## src/logic/lc_consts.svh

```systemverilog
//////////////////////////////////////////////////////////////////////
// Purpose: offsets, field positions, reset values of the setting bank
// Assumes: byte-wide registers at their printed byte offsets
// Notes: included by every design file that decodes the bank
//////////////////////////////////////////////////////////////////////
`ifndef LC_CONSTS_SVH
`define LC_CONSTS_SVH

// byte offsets
`define LC_ADDR_ALT_MULT_HI 8'h1c
`define LC_ADDR_ALT_MULT_LO 8'h1d
`define LC_ADDR_ALT_REF_LO 8'h1e
`define LC_ADDR_ALT_Q_LO 8'h1f
`define LC_ADDR_SPREAD_A 8'h20
`define LC_ADDR_SPREAD_B 8'h21
`define LC_ADDR_SPREAD_C 8'h22
`define LC_ADDR_FREQ_SET 8'h23
`define LC_ADDR_ROUTING 8'h24
`define LC_ADDR_STATE_SEL 8'h25
`define LC_ADDR_TYPE_DIV4 8'h26
`define LC_ADDR_DIV5 8'h27
`define LC_NUM_BYTES 12

// byte index of each register, counted from the first offset
`define LC_IDX_ALT_MULT_HI 4'h0
`define LC_IDX_ALT_MULT_LO 4'h1
`define LC_IDX_ALT_REF_LO 4'h2
`define LC_IDX_ALT_Q_LO 4'h3
`define LC_IDX_SPREAD_A 4'h4
`define LC_IDX_SPREAD_B 4'h5
`define LC_IDX_SPREAD_C 4'h6
`define LC_IDX_FREQ_SET 4'h7
`define LC_IDX_ROUTING 4'h8
`define LC_IDX_STATE_SEL 4'h9
`define LC_IDX_TYPE_DIV4 4'ha
`define LC_IDX_DIV5 4'hb

// reset values
`define LC_RST_ALT_MULT_HI 8'h00
`define LC_RST_ALT_MULT_LO 8'h40
`define LC_RST_ALT_REF_LO 8'h02
`define LC_RST_ALT_Q_LO 8'h08
`define LC_RST_SPREAD 8'h00
`define LC_RST_FREQ_SET 8'h00
`define LC_RST_ROUTING 8'hed
`define LC_RST_STATE_SEL 8'h02
`define LC_RST_TYPE_DIV4 8'h01
`define LC_RST_DIV5 8'h01

// field positions
`define LC_BYPASS_BIT 7
`define LC_OUT4_SRC_BIT 6
`define LC_OUT5_SRC_MSB 5
`define LC_OUT5_SRC_LSB 4
`define LC_STATE_ONE_MSB 3
`define LC_STATE_ONE_LSB 2
`define LC_STATE_ZERO_MSB 1
`define LC_STATE_ZERO_LSB 0
`define LC_SPREAD_TYPE_BIT 7
`define LC_DIV_MSB 6
`define LC_RSVD_BIT 7
`define LC_SPREAD_W 3

// written bits kept; the reserved top bit of the divider-5 byte is dropped
`define LC_MASK_ALL 8'hff
`define LC_MASK_DIV5 8'h7f

// spread depth, in quarter percent, of the largest code
`define LC_DEPTH_TOP 4'h8
`define LC_DIV_STANDBY 7'h00

`endif

```

## src/logic/lc_pkg.sv

```systemverilog
//////////////////////////////////////////////////////////////////////
// Purpose: types shared by the setting bank and its helpers
// Assumes: nothing beyond the constants header
// Notes: enum order follows the two-bit field codes
//////////////////////////////////////////////////////////////////////
package lc_pkg;

   typedef enum logic [1:0] {
      LC_OFF_POWER_DOWN,
      LC_TRISTATE,
      LC_DRIVE_LOW,
      LC_ENABLED
   } lc_out_state_t;

   typedef enum logic [1:0] {
      LC_SRC5_DIV2,
      LC_SRC5_DIV4,
      LC_SRC5_DIV5,
      LC_SRC5_RESERVED
   } lc_out5_src_t;

   typedef struct packed {
      logic [2:0] spread_amount;
      logic [3:0] spread_depth_qpct;
      logic spread_centre;
      logic freq_set_second;
      logic bypass;
      logic power_down;
   } lc_loop2_ctl_t;

   typedef struct packed {
      logic out4_src_div4;
      lc_out5_src_t out5_src;
      lc_out_state_t out45_state;
      logic [6:0] fourth_output_divider;
      logic [6:0] fifth_output_divider;
      logic div4_standby;
      logic div5_standby;
   } lc_out_ctl_t;

   typedef struct packed {
      logic [11:0] multiplier;
      logic [8:0] ref_term;
      logic [5:0] q_term;
      logic [2:0] p_term;
      logic [1:0] osc_band;
   } lc_loop1_alt_t;

endpackage

```

## src/logic/lc_reg_bank.sv

```systemverilog
//////////////////////////////////////////////////////////////////////
// Purpose: loop-2 setting register bank with the loop-1 alternate tail
// Assumes: select pins asynchronous; byte registers at printed offsets
// Notes: outputs follow the setting chosen by the select pins
//
// Notes on behaviour
// - spread code 000 off, others 0.25 to 2.0%
// - eight settings; select pins pick active one
// - frequency bit 0 first set, 1 second
// - bypass bit 1 bypasses, powers loop down
// - out4 source: 0 divider two, 1 four
// - out5 source 00/01/10 dividers, 11 reserved
// - state codes: powerdown, tristate, low, enabled
// - state bit picks definition zero or one
// - spread type 0 down, 1 centre
// - divider four: 0 standby, else ratio
// - divider five: 0 standby, else ratio
// - bytes move most significant bit first
//////////////////////////////////////////////////////////////////////
`timescale 1ns/1ps
`default_nettype none
`include "lc_consts.svh"

module lc_reg_bank
(
   input wire logic core_clk,
   input wire logic reset,
   input wire logic [7:0] addr,
   input wire logic [7:0] wr_data,
   input wire logic wr_strobe,
   input wire logic rd_strobe,
   output var logic [7:0] rd_data,
   input wire logic setting_select_pin_a,
   input wire logic setting_select_pin_b,
   input wire logic setting_select_pin_c,
   output var logic [2:0] active_setting,
   output var lc_pkg::lc_loop2_ctl_t loop2_ctl,
   output var lc_pkg::lc_out_ctl_t out_ctl,
   output var lc_pkg::lc_loop1_alt_t loop1_alt
);

   //////////////////////////////////////////////////////////////////
   // decoding helpers

   function automatic logic lc_hit(input logic [7:0] a);
      return (a >= `LC_ADDR_ALT_MULT_HI) && (a <= `LC_ADDR_DIV5);
   endfunction

   function automatic logic [3:0] lc_index(input logic [7:0] a);
      logic [7:0] diff;
      diff = a - `LC_ADDR_ALT_MULT_HI;
      return diff[3:0];
   endfunction

   function automatic logic [7:0] lc_reset_value(input logic [3:0] i);
      logic [7:0] v;
      v = `LC_RST_SPREAD;
      unique case (i)
         `LC_IDX_ALT_MULT_HI: v = `LC_RST_ALT_MULT_HI;
         `LC_IDX_ALT_MULT_LO: v = `LC_RST_ALT_MULT_LO;
         `LC_IDX_ALT_REF_LO: v = `LC_RST_ALT_REF_LO;
         `LC_IDX_ALT_Q_LO: v = `LC_RST_ALT_Q_LO;
         `LC_IDX_FREQ_SET: v = `LC_RST_FREQ_SET;
         `LC_IDX_ROUTING: v = `LC_RST_ROUTING;
         `LC_IDX_STATE_SEL: v = `LC_RST_STATE_SEL;
         `LC_IDX_TYPE_DIV4: v = `LC_RST_TYPE_DIV4;
         `LC_IDX_DIV5: v = `LC_RST_DIV5;
         default: v = `LC_RST_SPREAD;
      endcase
      return v;
   endfunction

   // reserved top bit of divider five never stored, reads as zero
   function automatic logic [7:0] lc_write_mask(input logic [3:0] i);
      logic [7:0] m;
      m = `LC_MASK_ALL;
      if (i == `LC_IDX_DIV5)
      begin
         m = `LC_MASK_DIV5;
      end
      return m;
   endfunction

   // depth in quarter percent; top code jumps to 2.0 rather than 1.75
   function automatic logic [3:0] lc_depth(input logic [2:0] code);
      logic [3:0] d;
      d = {1'b0, code};
      if (code == 3'h7)
      begin
         d = `LC_DEPTH_TOP;
      end
      return d;
   endfunction

   function automatic logic lc_standby(input logic [6:0] div);
      return div == `LC_DIV_STANDBY;
   endfunction

   //////////////////////////////////////////////////////////////////
   // register storage

   logic [7:0] bank [`LC_NUM_BYTES];
   logic wr_hit;
   logic [3:0] wr_idx;

   assign wr_hit = wr_strobe && lc_hit(addr);
   assign wr_idx = lc_index(addr);

   // writes outside the map are dropped, so stray high offsets harmless
   for (genvar i = 0; i < `LC_NUM_BYTES; i++)
   begin : g_byte
      always_ff @(posedge core_clk or posedge reset)
      begin
         if (reset)
         begin
            bank[i] <= lc_reset_value(4'(i));
         end
         else if (wr_hit && (wr_idx == 4'(i)))
         begin
            bank[i] <= wr_data & lc_write_mask(4'(i));
         end
      end
   end

   //////////////////////////////////////////////////////////////////
   // read port: data stand in the cycle after the strobe only

   always_ff @(posedge core_clk or posedge reset)
   begin
      if (reset)
      begin
         rd_data <= 8'h00;
      end
      else if (rd_strobe && lc_hit(addr))
      begin
         // bit 7 is the first bit on the serial wire
         rd_data <= bank[lc_index(addr)];
      end
      else
      begin
         rd_data <= 8'h00;
      end
   end

   //////////////////////////////////////////////////////////////////
   // setting index from the select pins

   logic [2:0] pins_sync;

   lc_sync #(
      .WIDTH(3)
   ) u_pin_sync (
      .core_clk(core_clk),
      .reset(reset),
      .async_in({setting_select_pin_c, setting_select_pin_b,
                 setting_select_pin_a}),
      .sync_out(pins_sync)
   );

   logic pick_freq;
   logic pick_state;
   logic [2:0] pick_amount;

   // pin c is the most significant index bit
   lc_setting_pick u_pick (
      .index(pins_sync),
      .freq_bits(bank[`LC_IDX_FREQ_SET]),
      .state_bits(bank[`LC_IDX_STATE_SEL]),
      .amounts({bank[`LC_IDX_SPREAD_A], bank[`LC_IDX_SPREAD_B],
                bank[`LC_IDX_SPREAD_C]}),
      .freq_bit(pick_freq),
      .state_bit(pick_state),
      .amount(pick_amount)
   );

   //////////////////////////////////////////////////////////////////
   // field extraction

   logic [7:0] routing;
   logic [7:0] type_div4;
   logic [1:0] state_zero;
   logic [1:0] state_one;
   logic [1:0] state_code;
   logic bypass;

   assign routing = bank[`LC_IDX_ROUTING];
   assign type_div4 = bank[`LC_IDX_TYPE_DIV4];
   assign state_zero = routing[`LC_STATE_ZERO_MSB:`LC_STATE_ZERO_LSB];
   assign state_one = routing[`LC_STATE_ONE_MSB:`LC_STATE_ONE_LSB];
   assign state_code = pick_state ? state_one : state_zero;
   assign bypass = routing[`LC_BYPASS_BIT];

   always_ff @(posedge core_clk or posedge reset)
   begin
      if (reset)
      begin
         active_setting <= 3'h0;
      end
      else
      begin
         active_setting <= pins_sync;
      end
   end

   //////////////////////////////////////////////////////////////////
   // loop-2 control, one cycle behind the index

   always_ff @(posedge core_clk or posedge reset)
   begin
      if (reset)
      begin
         loop2_ctl <= '0;
      end
      else
      begin
         loop2_ctl.spread_amount <= pick_amount;
         loop2_ctl.spread_depth_qpct <= lc_depth(pick_amount);
         loop2_ctl.spread_centre <= type_div4[`LC_SPREAD_TYPE_BIT];
         loop2_ctl.freq_set_second <= pick_freq;
         loop2_ctl.bypass <= bypass;
         // either bypass or state code 00 shuts the loop
         loop2_ctl.power_down <= bypass || (state_code == 2'h0);
      end
   end

   //////////////////////////////////////////////////////////////////
   // output routing, state and dividers

   always_ff @(posedge core_clk or posedge reset)
   begin
      if (reset)
      begin
         out_ctl <= '0;
      end
      else
      begin
         out_ctl.out4_src_div4 <= routing[`LC_OUT4_SRC_BIT];
         // reserved code passed on as is; the output stage ignores it
         out_ctl.out5_src <= lc_pkg::lc_out5_src_t'(
            routing[`LC_OUT5_SRC_MSB:`LC_OUT5_SRC_LSB]);
         out_ctl.out45_state <= lc_pkg::lc_out_state_t'(state_code);
         out_ctl.fourth_output_divider <=
            type_div4[`LC_DIV_MSB:0];
         out_ctl.fifth_output_divider <=
            bank[`LC_IDX_DIV5][`LC_DIV_MSB:0];
         out_ctl.div4_standby <=
            lc_standby(type_div4[`LC_DIV_MSB:0]);
         out_ctl.div5_standby <=
            lc_standby(bank[`LC_IDX_DIV5][`LC_DIV_MSB:0]);
      end
   end

   //////////////////////////////////////////////////////////////////
   // loop-1 alternate terms; limits are the host's to keep

   always_ff @(posedge core_clk or posedge reset)
   begin
      if (reset)
      begin
         loop1_alt <= '0;
      end
      else
      begin
         loop1_alt.multiplier <= {bank[`LC_IDX_ALT_MULT_HI],
                                  bank[`LC_IDX_ALT_MULT_LO][7:4]};
         loop1_alt.ref_term <= {bank[`LC_IDX_ALT_MULT_LO][3:0],
                                bank[`LC_IDX_ALT_REF_LO][7:3]};
         loop1_alt.q_term <= {bank[`LC_IDX_ALT_REF_LO][2:0],
                              bank[`LC_IDX_ALT_Q_LO][7:5]};
         loop1_alt.p_term <= bank[`LC_IDX_ALT_Q_LO][4:2];
         loop1_alt.osc_band <= bank[`LC_IDX_ALT_Q_LO][1:0];
      end
   end

endmodule

`default_nettype wire

```

## src/logic/lc_setting_pick.sv

```systemverilog
//////////////////////////////////////////////////////////////////////
// Purpose: picks setting x out of the per-setting registers
// Assumes: index already synchronised
// Notes: purely combinational; the caller registers the result
//////////////////////////////////////////////////////////////////////
`timescale 1ns/1ps
`default_nettype none
`include "lc_consts.svh"

module lc_setting_pick
(
   input wire logic [2:0] index,
   input wire logic [7:0] freq_bits,
   input wire logic [7:0] state_bits,
   input wire logic [23:0] amounts,
   output logic freq_bit,
   output logic state_bit,
   output logic [2:0] amount
);

   logic [2:0] amount_of [8];

   // field x sits at bits 3x+2..3x of the three spread bytes
   for (genvar x = 0; x < 8; x++)
   begin : g_amt
      assign amount_of[x] = amounts[`LC_SPREAD_W*x +: `LC_SPREAD_W];
   end

   assign freq_bit = freq_bits[index];
   assign state_bit = state_bits[index];
   assign amount = amount_of[index];

endmodule

`default_nettype wire

```

## src/logic/lc_sync.sv

```systemverilog
//////////////////////////////////////////////////////////////////////
// Purpose: two-flop synchroniser for asynchronous pin levels
// Assumes: pins change slowly against core_clk
// Notes: first stage feeds only the second
//////////////////////////////////////////////////////////////////////
`timescale 1ns/1ps
`default_nettype none

module lc_sync
#(
   parameter int WIDTH = 3
)
(
   input wire logic core_clk,
   input wire logic reset,
   input wire logic [WIDTH-1:0] async_in,
   output var logic [WIDTH-1:0] sync_out
);

   logic [WIDTH-1:0] meta;

   always_ff @(posedge core_clk or posedge reset)
   begin
      if (reset)
      begin
         meta <= '0;
         sync_out <= '0;
      end
      else
      begin
         meta <= async_in;
         sync_out <= meta;
      end
   end

endmodule

`default_nettype wire

```

## config.mk

```make
export PLATFORM = sky130hd
export DESIGN_NAME = lc_reg_bank
export DESIGN_NICKNAME = d
export VERILOG_FILES = /design/src/logic/lc_pkg.sv /design/src/logic/lc_reg_bank.sv /design/src/logic/lc_setting_pick.sv /design/src/logic/lc_sync.sv
export VERILOG_INCLUDE_DIRS = /design/src /design/src/logic
export SDC_FILE = /design/constraint.sdc
export NUM_CORES = 1
export LEC_CHECK = 0
export BUFFER_PORTS_ARGS = -buffer_cell sky130_fd_sc_hd__buf_2
export CAP_MARGIN = 20
export CORE_MARGIN = 1.5
export CORE_UTILIZATION = 33
export CTS_CLUSTER_DIAMETER = 30
export DETAILED_ROUTE_END_ITERATION = 6
export PLACE_DENSITY = 0.59
export SLEW_MARGIN = 15
export SYNTH_ARGS = -nofsm -noshare
export SYNTH_HDL_FRONTEND = slang
export SYNTH_HIERARCHICAL = 1
export SYNTH_SLANG_ARGS = --single-unit
```

## constraint.sdc

```tcl
create_clock -name core_clk -period 6.08 [get_ports core_clk]
set_input_delay 0.304 -clock core_clk [delete_from_list [all_inputs] [get_ports core_clk]]
set_output_delay 0.304 -clock core_clk [all_outputs]
set_load 0.05 [all_outputs]
```

## Word level (Yosys, flattened, before mapping)

Cells that the tools add are included.
W data, S select, Z words.

- Memories: 0
- Memory bits (writable): 0
- Bits in latches: 0
- ROM bits: 0
- Output and inout port bits: 75
- Logic and storage cells: 87
- Register bits: 176

- Bitwise gates (word level): 2
- Magnitude comparators: 5
- Mux-type cells: 13
- Add/sub/neg operators: 1
- Equal/unequal tests: 12
- Div/mod/pow operators: 0
- Reductions and logical operators: 20
- Shift-type cells: 0
- $mul: 0

Operator list:

| cell | number |
|---|---|
| $bmux W8 S4 | 1 |
| $mux W8 | 3 |
| $eq A4 B3 Y1 const B | 4 |
| $eq A4 B4 Y1 const B | 4 |
| $logic_and A1 B1 Y1 | 15 |
| $logic_not A7 Y1 | 2 |
| $bmux W3 S3 | 1 |
| $eq A4 B2 Y1 const B | 2 |
| $ge A8 B5 Y1 const B | 1 |
| $le A8 B6 Y1 const B | 1 |
| $bmux W1 S3 | 2 |
| $mux W3 | 2 |
| $ge A5 B5 Y1 const B | 1 |
| $not A4 Y5 | 1 |
| $eq A4 B1 Y1 const B | 1 |
| $ge A4 B4 Y1 const B | 1 |
| $logic_not A4 Y1 | 1 |
| $lt A3 B4 Y1 const B | 1 |
| $mux W4 | 1 |
| $not A3 Y4 | 1 |
| $sub A4 B4 Y4 const B | 1 |
| $eq A3 B3 Y1 const B | 1 |
| $logic_not A2 Y1 | 1 |
| $mux W1 | 2 |
| 2 further kinds | 2 |

## Depth between registers and ports, before layout

Gate-level depths: netlist (run 1).

- Depth in word-level cells: 6
- Mapped depth: 8

## By module

Netlist (run 1), hierarchy kept.

Modules (own cells, without submodules):

| module | area each (µm²) | cells each | times used |
|---|---|---|---|
| lc_reg_bank | 6779.0 | 383 | 1 |
| lc_setting_pick | 334.1 | 17 | 1 |
| lc_sync | 153.9 | 7 | 1 |

## Worst setup path before layout (run 1)

OpenSTA, ideal clock, no wires.

- Path kind: input to register
- From: input port addr[3]
- To: register rd_data[2]
- Setup slack: 3911 ps
- Buffers on the path: 2
- Stages: 7
- Data arrival time: 2048 ps
- Setup time: 121 ps
- Path through: inv_1 > ha_1 > clkbuf_1 > clkbuf_1 > mux4_2 > mux2_2 > a22o_1

- Longest elaborated chain between the ends: 6
- Elaborated cells between the ends (all ways): 10
- Classes of those cells: 1 x add/sub; 2 x order compare; 4 x mux; 1 x bitwise; 2 x reduce/logical

RTL lines:

| element | RTL line | RTL |
|---|---|---|
| start, declared | lc_reg_bank.sv:28 | `input wire logic [7:0] addr,` |
| $sub A4 B4 Y4 (no source line) | -- |  |
| $not A4 Y5 (not written as such) | lc_reg_bank.sv:137 | `rd_data <= bank[lc_index(addr)];` |
| $bmux W8 S4 | lc_reg_bank.sv:137 |  |
| $mux W8 (not written as such) (2 in series) | lc_reg_bank.sv:137 |  |
| $mux W8 * | lc_reg_bank.sv:134 | `else if (rd_strobe && lc_hit(addr))` |
| end signal, assigned | lc_reg_bank.sv:137 |  |
| end, declared | lc_reg_bank.sv:32 | `output var logic [7:0] rd_data,` |

Mark *: on every way between the ends. The rest lies on a longest branch, timed or not. The select of a mux whose other input is x is not followed.
A chain may end at the register's enable or synchronous reset.

## Final worst setup path (run 1)

- From: input port addr[1]
- To: register bank[58] (netlist bit)

- Longest elaborated chain between the ends: 4
- Elaborated cells between the ends (all ways): 7
- Classes of those cells: 1 x add/sub; 2 x order compare; 1 x eq/ne; 3 x reduce/logical

RTL lines:

| element | RTL line | RTL |
|---|---|---|
| $ge A8 B5 Y1 (no source line) / $le A8 B6 Y1 (equally long branches) | -- |  |
| $logic_and A1 B1 Y1 | lc_reg_bank.sv:46 | `` return (a >= `LC_ADDR_ALT_MULT_HI) && (a <= `LC_ADDR_DIV5); `` |
| $logic_and A1 B1 Y1 | lc_reg_bank.sv:106 | `assign wr_hit = wr_strobe && lc_hit(addr);` |
| $logic_and A1 B1 Y1 * | lc_reg_bank.sv:118 | `else if (wr_hit && (wr_idx == 4'(i)))` |
| end signal, assigned by index | lc_reg_bank.sv:116 | `bank[i] <= lc_reset_value(4'(i));` |
| end signal, assigned by index | lc_reg_bank.sv:120 | `bank[i] <= wr_data & lc_write_mask(4'(i));` |
| end, declared | lc_reg_bank.sv:102 | `` logic [7:0] bank [`LC_NUM_BYTES]; `` |

Mark *: on every way between the ends. The rest lies on a longest branch, timed or not.

==> impl_metrics.yaml, run 1 <==
route:
  drt_first_pass_iters: 4
  wirelength_um: 16300
  wl_per_cell_um: 20.6
  wl_met3_um: 827
  remaining_drc_errors: 0
  dr_total_vias: 3866
  dr_wl_met2_um: 7490
  drt_iter0_drc: 110
  wl_met1_um: 7700
  via_per_inst: 4.88
  highest_layer: "met5"
  detail-route-antenna-nets: 0
sta:
  grt_setup_unrepaired: "no"
  slew_headroom: 0.308
  finClkSkew_ns: 0.0107
  worst_pin_slew_ns: 1.03
  clock.fmax_ghz: 0.399
  final-setup-viol-count: 0
  period_needed_ns: 2.50
  slew_violations: 0
  fin_crit_sh: 0.412
  setup_tns_ns: 0
  finalHoldViolCount: 0
setup_path:
  worst-setup-path-type: "in2reg"
  crit_arrival_ns: 2.81
  path_buf_inv: 2
  crit_fanout: 31
  crit_path_end_kind: "flop"
  cpPeakStageDelay_ns: 0.85
  critPathSlowestCell: "or4_1"
  crit_path_start_kind: "primary input"
  crit_chain: "buf_2, and4_1, a211oi_1, buf_4, or4_1, mux2_4"
  cp_top_family: "simple AND/OR/NAND/NOR gates"
  required_ns: 6.38
yosys:
  yosysWarningCount: 6
  synthCells: 407
  ys.flop_type: "dfrtp_1"
  syn-cell-area_mm2: 0.00727
  synth-edff-count: 0
  synthMuxAreaShare: 0.309
  ys_ff_latch: 176
  synth.area.top_cells: "dfrtp_1 56%, mux2_4 11%, mux2_2 8.4%"
  synth.most_common_cell: "dfrtp_1"
  synth_compound_area_frac: 0.0148
  postSynthAreaPerCell_um2: 17.9
  synth_xor_area_frac: 0
  seq_area_frac_synth: 0.608
  synthSimpleGateAreaFrac: 0.0355
  synth.net_count: 434
  synthTopCellsByCount: "164 x dfrtp_1, 55 x mux2_4, 54 x mux2_2"
  ys_async_sr_fraction: 1.00
  yosys.area.top_type: "dfrtp_1"
  yosys.area_share.adder: 0.00689
  synth_cell_types: 32
  synth_top_area_share: 0.565
  synth_top_family_by_area: "multiplexers"
cts:
  htree_levels: 4
  clk_latency_ns: 0.43
  cts_tree: "built"
  path_clk_slew_ns: 0.07
  root_buffer: "clkbuf_16"
  cts_sinks: 176
  cts_buffers: 17
  clk_path_buf_depth: 2
  post_cts_buffers: 0
final_layout:
  final_nets: 528
  antennaDiodeCount: 0
  drive_above_1_share: 0.546
  postLayoutCoreUtil: 0.398
  final_cells: 793
  area_growth_pct: 18.8
flow_run:
  drv_cap: 0
global_route:
  grt_max_degree: 117
  overflow: 0
  antenna_found_initial: 1
  grt_pass1_wl_um: 25500
  grt_pass1_vias: 4114
  grt.total_usage: 0.154
power:
  powerDensity_mw_per_mm2: 324
  power_mw: 2.80
  ir_worst_vdd_mv: 0.168
  p_leak_nw: 4.46
floorplan:
  rows: 54
  die-area_mm2: 0.0229
  coreArea_mm2: 0.0217
  die_h_um: 151
  pin_count: 98
  start_util: 0.335
  die_w_um: 151
status:
  status: "finished, final reports clean"
hold_path:
  hold_class: "in2reg"
place:
  hpwl_um: 11500
  gp_routability_congestion: 0.826
  dp.cells: 757
  port_buffers: 97
[final timing paths]
path | start | to | slack [ns] | cells after the start
worst max-delay path | addr[1] | bank[58] | 3.58 | 6
worst min-delay path | wr_data[1] | bank[65] | 0.32 | 2
worst max register to register | u_pin_sync/sync_out[0] | loop2_ctl[0] | 3.81 | 4
worst min register to register | u_pin_sync/meta[2] | u_pin_sync/sync_out[2] | 0.36 | 0
max in group asynchronous | reset | bank[62] | 4.22 | 5
min in group asynchronous | reset | u_pin_sync/sync_out[0] | 0.38 | 3
[report_power, final]
group | switching (mW) | internal, mW | total (mW) | leakage [nW]
Combinational | 0.223 | 0.127 | 0.350 | 1.81
Sequential | 0.0570 | 1.25 | 1.31 | 2.35
Clock | 0.470 | 0.665 | 1.14 | 0.302
[registers in the layout, summed over array words and instances (netlist names)]
name / flops
u_pin_sync/sync_out: 3
loop1_alt: 32
bank: 79
active_setting: 3
type_div4: 8
rd_data: 8
out_ctl: 21
u_pin_sync/meta: 3
loop2_ctl: 11
routing: 8
[per-layer routing]
metal / global-route usage / vias up
li1: - / 1697
met2: 0.226 / 117
met3: 0.0331 / 22
met5: 0 / -
met4: 0.0578 / 2
met1: 0.223 / 2028
[worst register-to-register path, stage by stage, from the launching register on]
cell      delay [ns]
dfrtp_1         0.75
mux4_1          0.68
mux2_2          0.31
mux2_2          0.32
o21bai_1        0.14
[area by class of cell]
cell class	count	area [µm²]
Clock buffer	18	439
Clock inverter	13	179
Fill cell	1972	13100
Inverter	4	20.0
Multi-Input combinational cell	198	2660
Sequential cell	176	4420
Tap cell	280	350
Timing Repair Buffer	104	568
[through the flow]
step	setup WS [ns]	area [µm²]	hold WS [ns]
finish	3.58	8640	0.316
global route	3.47	8640	0.321
CTS	3.58	8610	0.301
detailed placement	3.12	7950	0.272
global placement	3.13	7950	0.249
floorplan	1.19	7270	0.0950
[cell usage in the layout (no fill, tap or decap), types with 6 or more instances in the layout]
| master | instances |
|---|---|
| mux4_2 | 23 |
| nand2_1 | 6 |
| mux4_1 | 10 |
| mux2_4 | 55 |
| dfstp_2 | 12 |
| dfrtp_1 | 164 |
| or4_1 | 10 |
| clkbuf_16 | 17 |
| buf_2 | 97 |
| mux2_2 | 54 |
| a22o_1 | 7 |
[cell families (layout without fill, tap and decap cells)]
kind of cell / count (synthesis) / in the layout
flip-flops: 176 / 176
AND/OR/NAND/NOR: 36 / 36
AO/OA/AOI/OAI: 13 / 13
multiplexers: 145 / 145
adder cells (fa/ha/maj): 4 / 4
buffers and inverters: 33 / 139
[what timing repair did]
item                      4_1_cts  5_1_grt
hold buffers                    4        0
hold endpoints to repair        9        0
gates resized for setup         0        0
No activity file was read; power rests on OpenSTA's default activity.
==> inputs of run 2 (changes only) <==
--- a/config.mk
+++ b/config.mk
@@ -12,7 +12,7 @@
 export CORE_UTILIZATION = 33
 export CTS_CLUSTER_DIAMETER = 30
 export DETAILED_ROUTE_END_ITERATION = 6
-export PLACE_DENSITY = 0.59
+export PLACE_DENSITY = 0.6
 export SLEW_MARGIN = 15
 export SYNTH_ARGS = -nofsm -noshare
 export SYNTH_HDL_FRONTEND = slang
==> constraint.sdc (replaced) <==
create_clock -name core_clk -period 2.3 [get_ports core_clk]
set_input_delay 0.115 -clock core_clk [delete_from_list [all_inputs] [get_ports core_clk]]
set_output_delay 0.115 -clock core_clk [all_outputs]
set_load 0.05 [all_outputs]
==> run 2 against run 1 <==
  * Flip-flop and latch count stayed put
  * Clock skew hardly changed
  * Total power grew to 2.6 times the previous value
  * Sequential power grew to 2.6 times the previous value
  * Combinational power grew to 2.7 times the previous value
  * Worst hold slack worse by 0.17 ns
  * Setup slack worse by 3.3 ns
  * Clock power is 140% higher
  * Critical path type is now reg2reg
  * Largest cell class unchanged
  * Largest power group unchanged
==> impl_metrics.yaml, run 2 (synthesized netlist as in run 1, its figures left out) <==
setup_path:
  critPathLaunch: "u_pin_sync/sync_out[0]"
  required_ns: 2.65
  crit_fanout: 6
  cpPeakStageDelay_ns: 0.57
  crit_path_end_kind: "flop"
  crit_chain: "buf_4, mux4_1, mux2_2, and3_1, nor2b_1"
  r2r_start: "u_pin_sync/sync_out[0]"
  path_buf_inv: 1
  crit_arrival_ns: 2.39
  critPathSlowestCell: "mux4_1"
  worst-setup-path-type: "reg2reg"
  ff2ff_setup_slack_ns: 0.26
  crit_path_start_kind: "flop"
  cp_top_family: "multiplexers"
global_route:
  grt_max_degree: 60
  antenna_found_initial: 0
  grt_pass1_vias: 4264
  grt.total_usage: 0.155
  grt_pass1_wl_um: 25700
  overflow: 0
route:
  drt_iter0_drc: 197
  remaining_drc_errors: 0
  wirelength_um: 16600
  wl_per_cell_um: 20.4
  dr_total_vias: 4060
  via_per_inst: 4.99
  drt_first_pass_iters: 4
  detail-route-antenna-nets: 0
cts:
  root_buffer: "clkbuf_16"
  clk_path_buf_depth: 2
  cts_tree: "built"
  post_cts_resized: 0
  cts_sinks: 176
  path_clk_slew_ns: 0.07
  cts_buffers: 17
  htree_levels: 4
  clk_latency_ns: 0.43
final_layout:
  final_nets: 547
  final_common_cell: "dfrtp_1"
  seq_area_mm2: 0.00442
  reg.largest.list: "bank x79, loop1_alt x32, out_ctl x21"
  drive_above_1_share: 0.563
  top_register: "bank"
  antennaDiodeCount: 0
  layout_common_cells: "164 x dfrtp_1, 97 x buf_2, 55 x mux2_4"
  nFillCells: 1942
  area_growth_pct: 21.9
  multi_input_area_mm2: 0.00266
  largest_reg_flops: 79
place:
  gp_routability_congestion: 0.829
  hpwl_um: 11600
  port_buffers: 97
sta:
  period_needed_ns: 2.04
  slew_headroom: 0.308
  clock.fmax_ghz: 0.489
  holdWs_ns: 0.145
  fin_crit_sh: 0.888
  grt_setup_unrepaired: "no"
  finalHoldViolCount: 0
  setup_tns_ns: 0
  final-setup-viol-count: 0
  worst_pin_slew_ns: 1.03
  slew_violations: 0
  finClkSkew_ns: 0.0106
power:
  p_leak_nw: 4.58
  ir_worst_vdd_mv: 0.491
  powerDensity_mw_per_mm2: 810
floorplan:
  coreArea_mm2: 0.0217
  die_h_um: 151
  pin_count: 98
  die-area_mm2: 0.0229
  die_w_um: 151
  rows: 54
  start_util: 0.335
hold_path:
  min-delay-start: "wr_data[7]"
  hold_class: "in2reg"
flow_run:
  drv_cap: 0
status:
  status: "finished, final reports clean"
run 2: per-stage QoR:
stage	utilization	cells	power, mW	instance area, µm²	worst slack (ns)
6_report	0.409	813	7.18	8860	0.257
2_1_floorplan	-	407	4.18	7270	0.0261
4_1_cts	0.409	813	7.26	8860	0.235
3_3_place_gp	0.380	777	4.46	8250	0.183
5_1_grt	0.409	813	7.47	8860	0.188
3_5_place_dp	0.380	777	4.48	8250	0.109
run 2: worst paths after layout:
kind,cells past startpoint,endpoint
setup / recovery,5,loop2_ctl[4]
hold / removal,2,bank[23]
setup reg to reg,5,loop2_ctl[4]
hold reg to reg,0,u_pin_sync/sync_out[0]
max in group asynchronous,4,bank[0]
min in group asynchronous,3,u_pin_sync/sync_out[1]
run 2: cell type report:
class / instances / share of cell area
flip-flops and latches: 176 / 0.499
multi-input cells: 198 / 0.300
repair buffers: 123 / 0.0949
clock buffers: 17 / 0.0480
well taps: 280 / 0.0395
clock inverters: 15 / 0.0165
inverters: 4 / 0.00212
run 2: where the power goes:
part	switching [mW]	total [mW]	internal, mW	leakage (nW)
Combinational	0.605	0.962	0.357	1.96
Clock	1.32	2.76	1.44	0.278
Sequential	0.139	3.45	3.31	2.35
Total	2.07	7.18	5.11	4.58
run 2: repair_timing:
action / in CTS / in global routing
hold endpoints to repair: 30 / 0
buffers inserted: 0 / 0
hold buffers: 4 / 0
run 2: metal layers:
layer,global-route usage,part of all wire,vias up
met5,0,0,-
met4,0.0563,0.020,0
met3,0.0337,0.051,22
met2,0.240,0.47,135
met1,0.214,0.46,2162
li1,-,-,1741
==> inputs of run 3 (changes only) <==
--- a/config.mk
+++ b/config.mk
@@ -6,6 +6,7 @@
 export SDC_FILE = /design/constraint.sdc
 export NUM_CORES = 1
 export LEC_CHECK = 0
+export ABC_AREA = 1
 export BUFFER_PORTS_ARGS = -buffer_cell sky130_fd_sc_hd__buf_2
 export CAP_MARGIN = 20
 export CORE_MARGIN = 1.5
==> run 3 against run 2 <==
  * Final cell count up 69%
  * Cell area up 8.2%
  * Register-to-register slack better by 0.38 ns
  * Total power up 4.2%
  * Count of clock-buffer cells in the layout up 1
  * Worst hold slack worse by 0.049 ns
  * Maximum frequency up 23%
==> impl_metrics.yaml, run 3 <==
status:
  status: "finished, final reports clean"
floorplan:
  die_w_um: 159
  die_h_um: 159
  coreArea_mm2: 0.0237
  pin_count: 98
  rows: 56
  start_util: 0.340
  die-area_mm2: 0.0253
yosys:
  ys_ff_latch: 176
  ys.flop_type: "dfrtp_1"
  synthCells: 942
  yosysWarningCount: 6
  synth.most_common_cell: "nand2_1"
  postSynthAreaPerCell_um2: 8.55
  synth_cell_types: 29
  synth_top_area_share: 0.510
  yosys.area.top_type: "dfrtp_1"
  synth-edff-count: 0
  synth.area.top_cells: "dfrtp_1 51%, nand2_1 17%, nand4_1 7.4%"
  syn-cell-area_mm2: 0.00805
  synth.net_count: 969
  seq_area_frac_synth: 0.549
  ys_async_sr_fraction: 1.00
  synthTopCellsByCount: "370 x nand2_1, 164 x dfrtp_1, 95 x nand4_1"
route:
  drt_iter0_drc: 731
  remaining_drc_errors: 0
  dr_total_vias: 6848
  wl_per_cell_um: 17.4
  via_per_inst: 4.98
  drt_first_pass_iters: 7
  wirelength_um: 24000
  detail-route-antenna-nets: 0
global_route:
  grt.total_usage: 0.196
  grt_pass1_vias: 6550
  grt_pass1_wl_um: 38200
  grt_max_degree: 77
  antenna_found_initial: 0
  overflow: 0
final_layout:
  drive_above_1_share: 0.202
  layout_common_cells: "370 x nand2_1, 164 x dfrtp_1, 96 x buf_2"
  largest_reg_flops: 79
  reg.largest.list: "bank x79, loop1_alt x32, out_ctl x21"
  final_nets: 1071
  area_growth_pct: 19.0
  design_area_mm2: 0.00958
  postLayoutCoreUtil: 0.405
  top_register: "bank"
  final_cells: 1376
  final_common_cell: "nand2_1"
  antennaDiodeCount: 0
power:
  powerDensity_mw_per_mm2: 780
  p_leak_nw: 5.10
  ir_worst_vdd_mv: 0.376
cts:
  clk_latency_ns: 0.44
  root_buffer: "clkbuf_16"
  cts_sinks: 176
  clk_path_buf_depth: 2
  cts_tree: "built"
  path_clk_slew_ns: 0.07
  cts_buffers: 17
  htree_levels: 4
  post_cts_buffers: 0
sta:
  finClkSkew_ns: 0.00959
  worst_pin_slew_ns: 0.563
  final-setup-viol-count: 0
  finalHoldViolCount: 0
  period_needed_ns: 1.66
  grt_setup_unrepaired: "no"
  fin_crit_sh: 0.721
  holdWs_ns: 0.0960
  slew_violations: 0
  setup_tns_ns: 0
  slew_headroom: 0.625
  clock.fmax_ghz: 0.603
setup_path:
  critPathSlowestCell: "clkinv_1"
  crit_path_start_kind: "flop"
  crit_arrival_ns: 1.97
  required_ns: 2.61
  crit_path_end_kind: "flop"
  cpPeakStageDelay_ns: 0.37
  crit_chain: "clkinv_1, nand3_1, nand2_1, nand2_1, nand2_1, o21ai_0, o21bai_1"
  worst-setup-path-type: "reg2reg"
  crit_fanout: 10
  crit_top_cell: "nand2_1"
hold_path:
  hold_class: "in2reg"
place:
  dpl-instance-area_mm2: 0.00895
  port_buffers: 97
  gp_routability_congestion: 0.885
  dp.cells: 1340
  hpwl_um: 16000
flow_run:
  drv_cap: 0
## run 3: cell count changes after synthesis, sizes merged, moves of 7 or more
cell   before  now
a22o        7    0
nand3       0   41
nor2        2   76
mux4       33    0
or4        12    0
mux2      109    0
nand2       6  374
inv         4   80
buf        16   32
o21ai       0   14
nand4       0  107
## run 3: final timing paths
check	startpoint	end	slack, ns	cells past startpoint
min reg2reg	u_pin_sync/meta[1]	u_pin_sync/sync_out[1]	0.35	0
min	rd_strobe	rd_data[6]	0.1	5
max in group asynchronous	reset	bank[86]	1.40	4
max reg2reg	u_pin_sync/sync_out[1]	loop2_ctl[0]	0.64	7
max	u_pin_sync/sync_out[1]	loop2_ctl[0]	0.64	7
min in group asynchronous	reset	u_pin_sync/sync_out[2]	0.15	3
## run 3: area by class of cell
class	count	area (µm²)
Tap cell	319	399
Inverter	83	315
Clock inverter	14	163
Fill cell	2419	14100
Clock buffer	18	429
Timing Repair Buffer	132	823
Sequential cell	176	4420
Multi-Input combinational cell	634	3040
## run 3: report_power, final
group | switching (mW) | internal [mW]
logic | 0.873 | 0.279
registers | 0.134 | 3.31
clock network | 1.42 | 1.47
## run 3: cells by family (layout without fill, tap and decap cells)
family / Yosys count / in the layout / synth area share
adders and majority gates: 4 / 4 / 0.00622
DFF: 176 / 176 / 0.549
and+or+nand+nor: 608 / 608 / 0.354
buffers and inverters: 132 / 247 / 0.0741
AOI/OAI and AO/OA: 22 / 22 / 0.0169
## run 3: metal layers
layer  part of all wire  track usage  wire length (µm)  up-vias
met5                  0            0                 0        -
met4              0.030       0.0896               712        0
met2               0.44        0.291             10600      291
li1                   -            -                 -     3255
met1               0.46        0.283             11000     3257
met3              0.068       0.0281              1640       45
## run 3: timing repair
| item | 4_1_cts | 5_1_grt |
|---|---|---|
| gates resized for setup | 0 | 0 |
| hold buffers | 4 | 0 |
| endpoints found under the hold margin | 29 | 0 |
## run 3: metrics by stage
| stage | worst slack [ns] | total power [mW] |
|---|---|---|
| 3_5_place_dp | 0.431 | 4.65 |
| 3_3_place_gp | 0.442 | 4.64 |
| 2_1_floorplan | 0.0261 | 4.29 |
| 4_1_cts | 0.617 | 7.54 |
| 6_report | 0.641 | 7.48 |
| 5_1_grt | 0.421 | 7.80 |
## run 3: critical path: cells and delay by family, from the launching register on
family	cells	cell delay, ns
compound gates	2	0.35
buf+inv	1	0.37
flops	1	0.35
simple gates	4	0.46
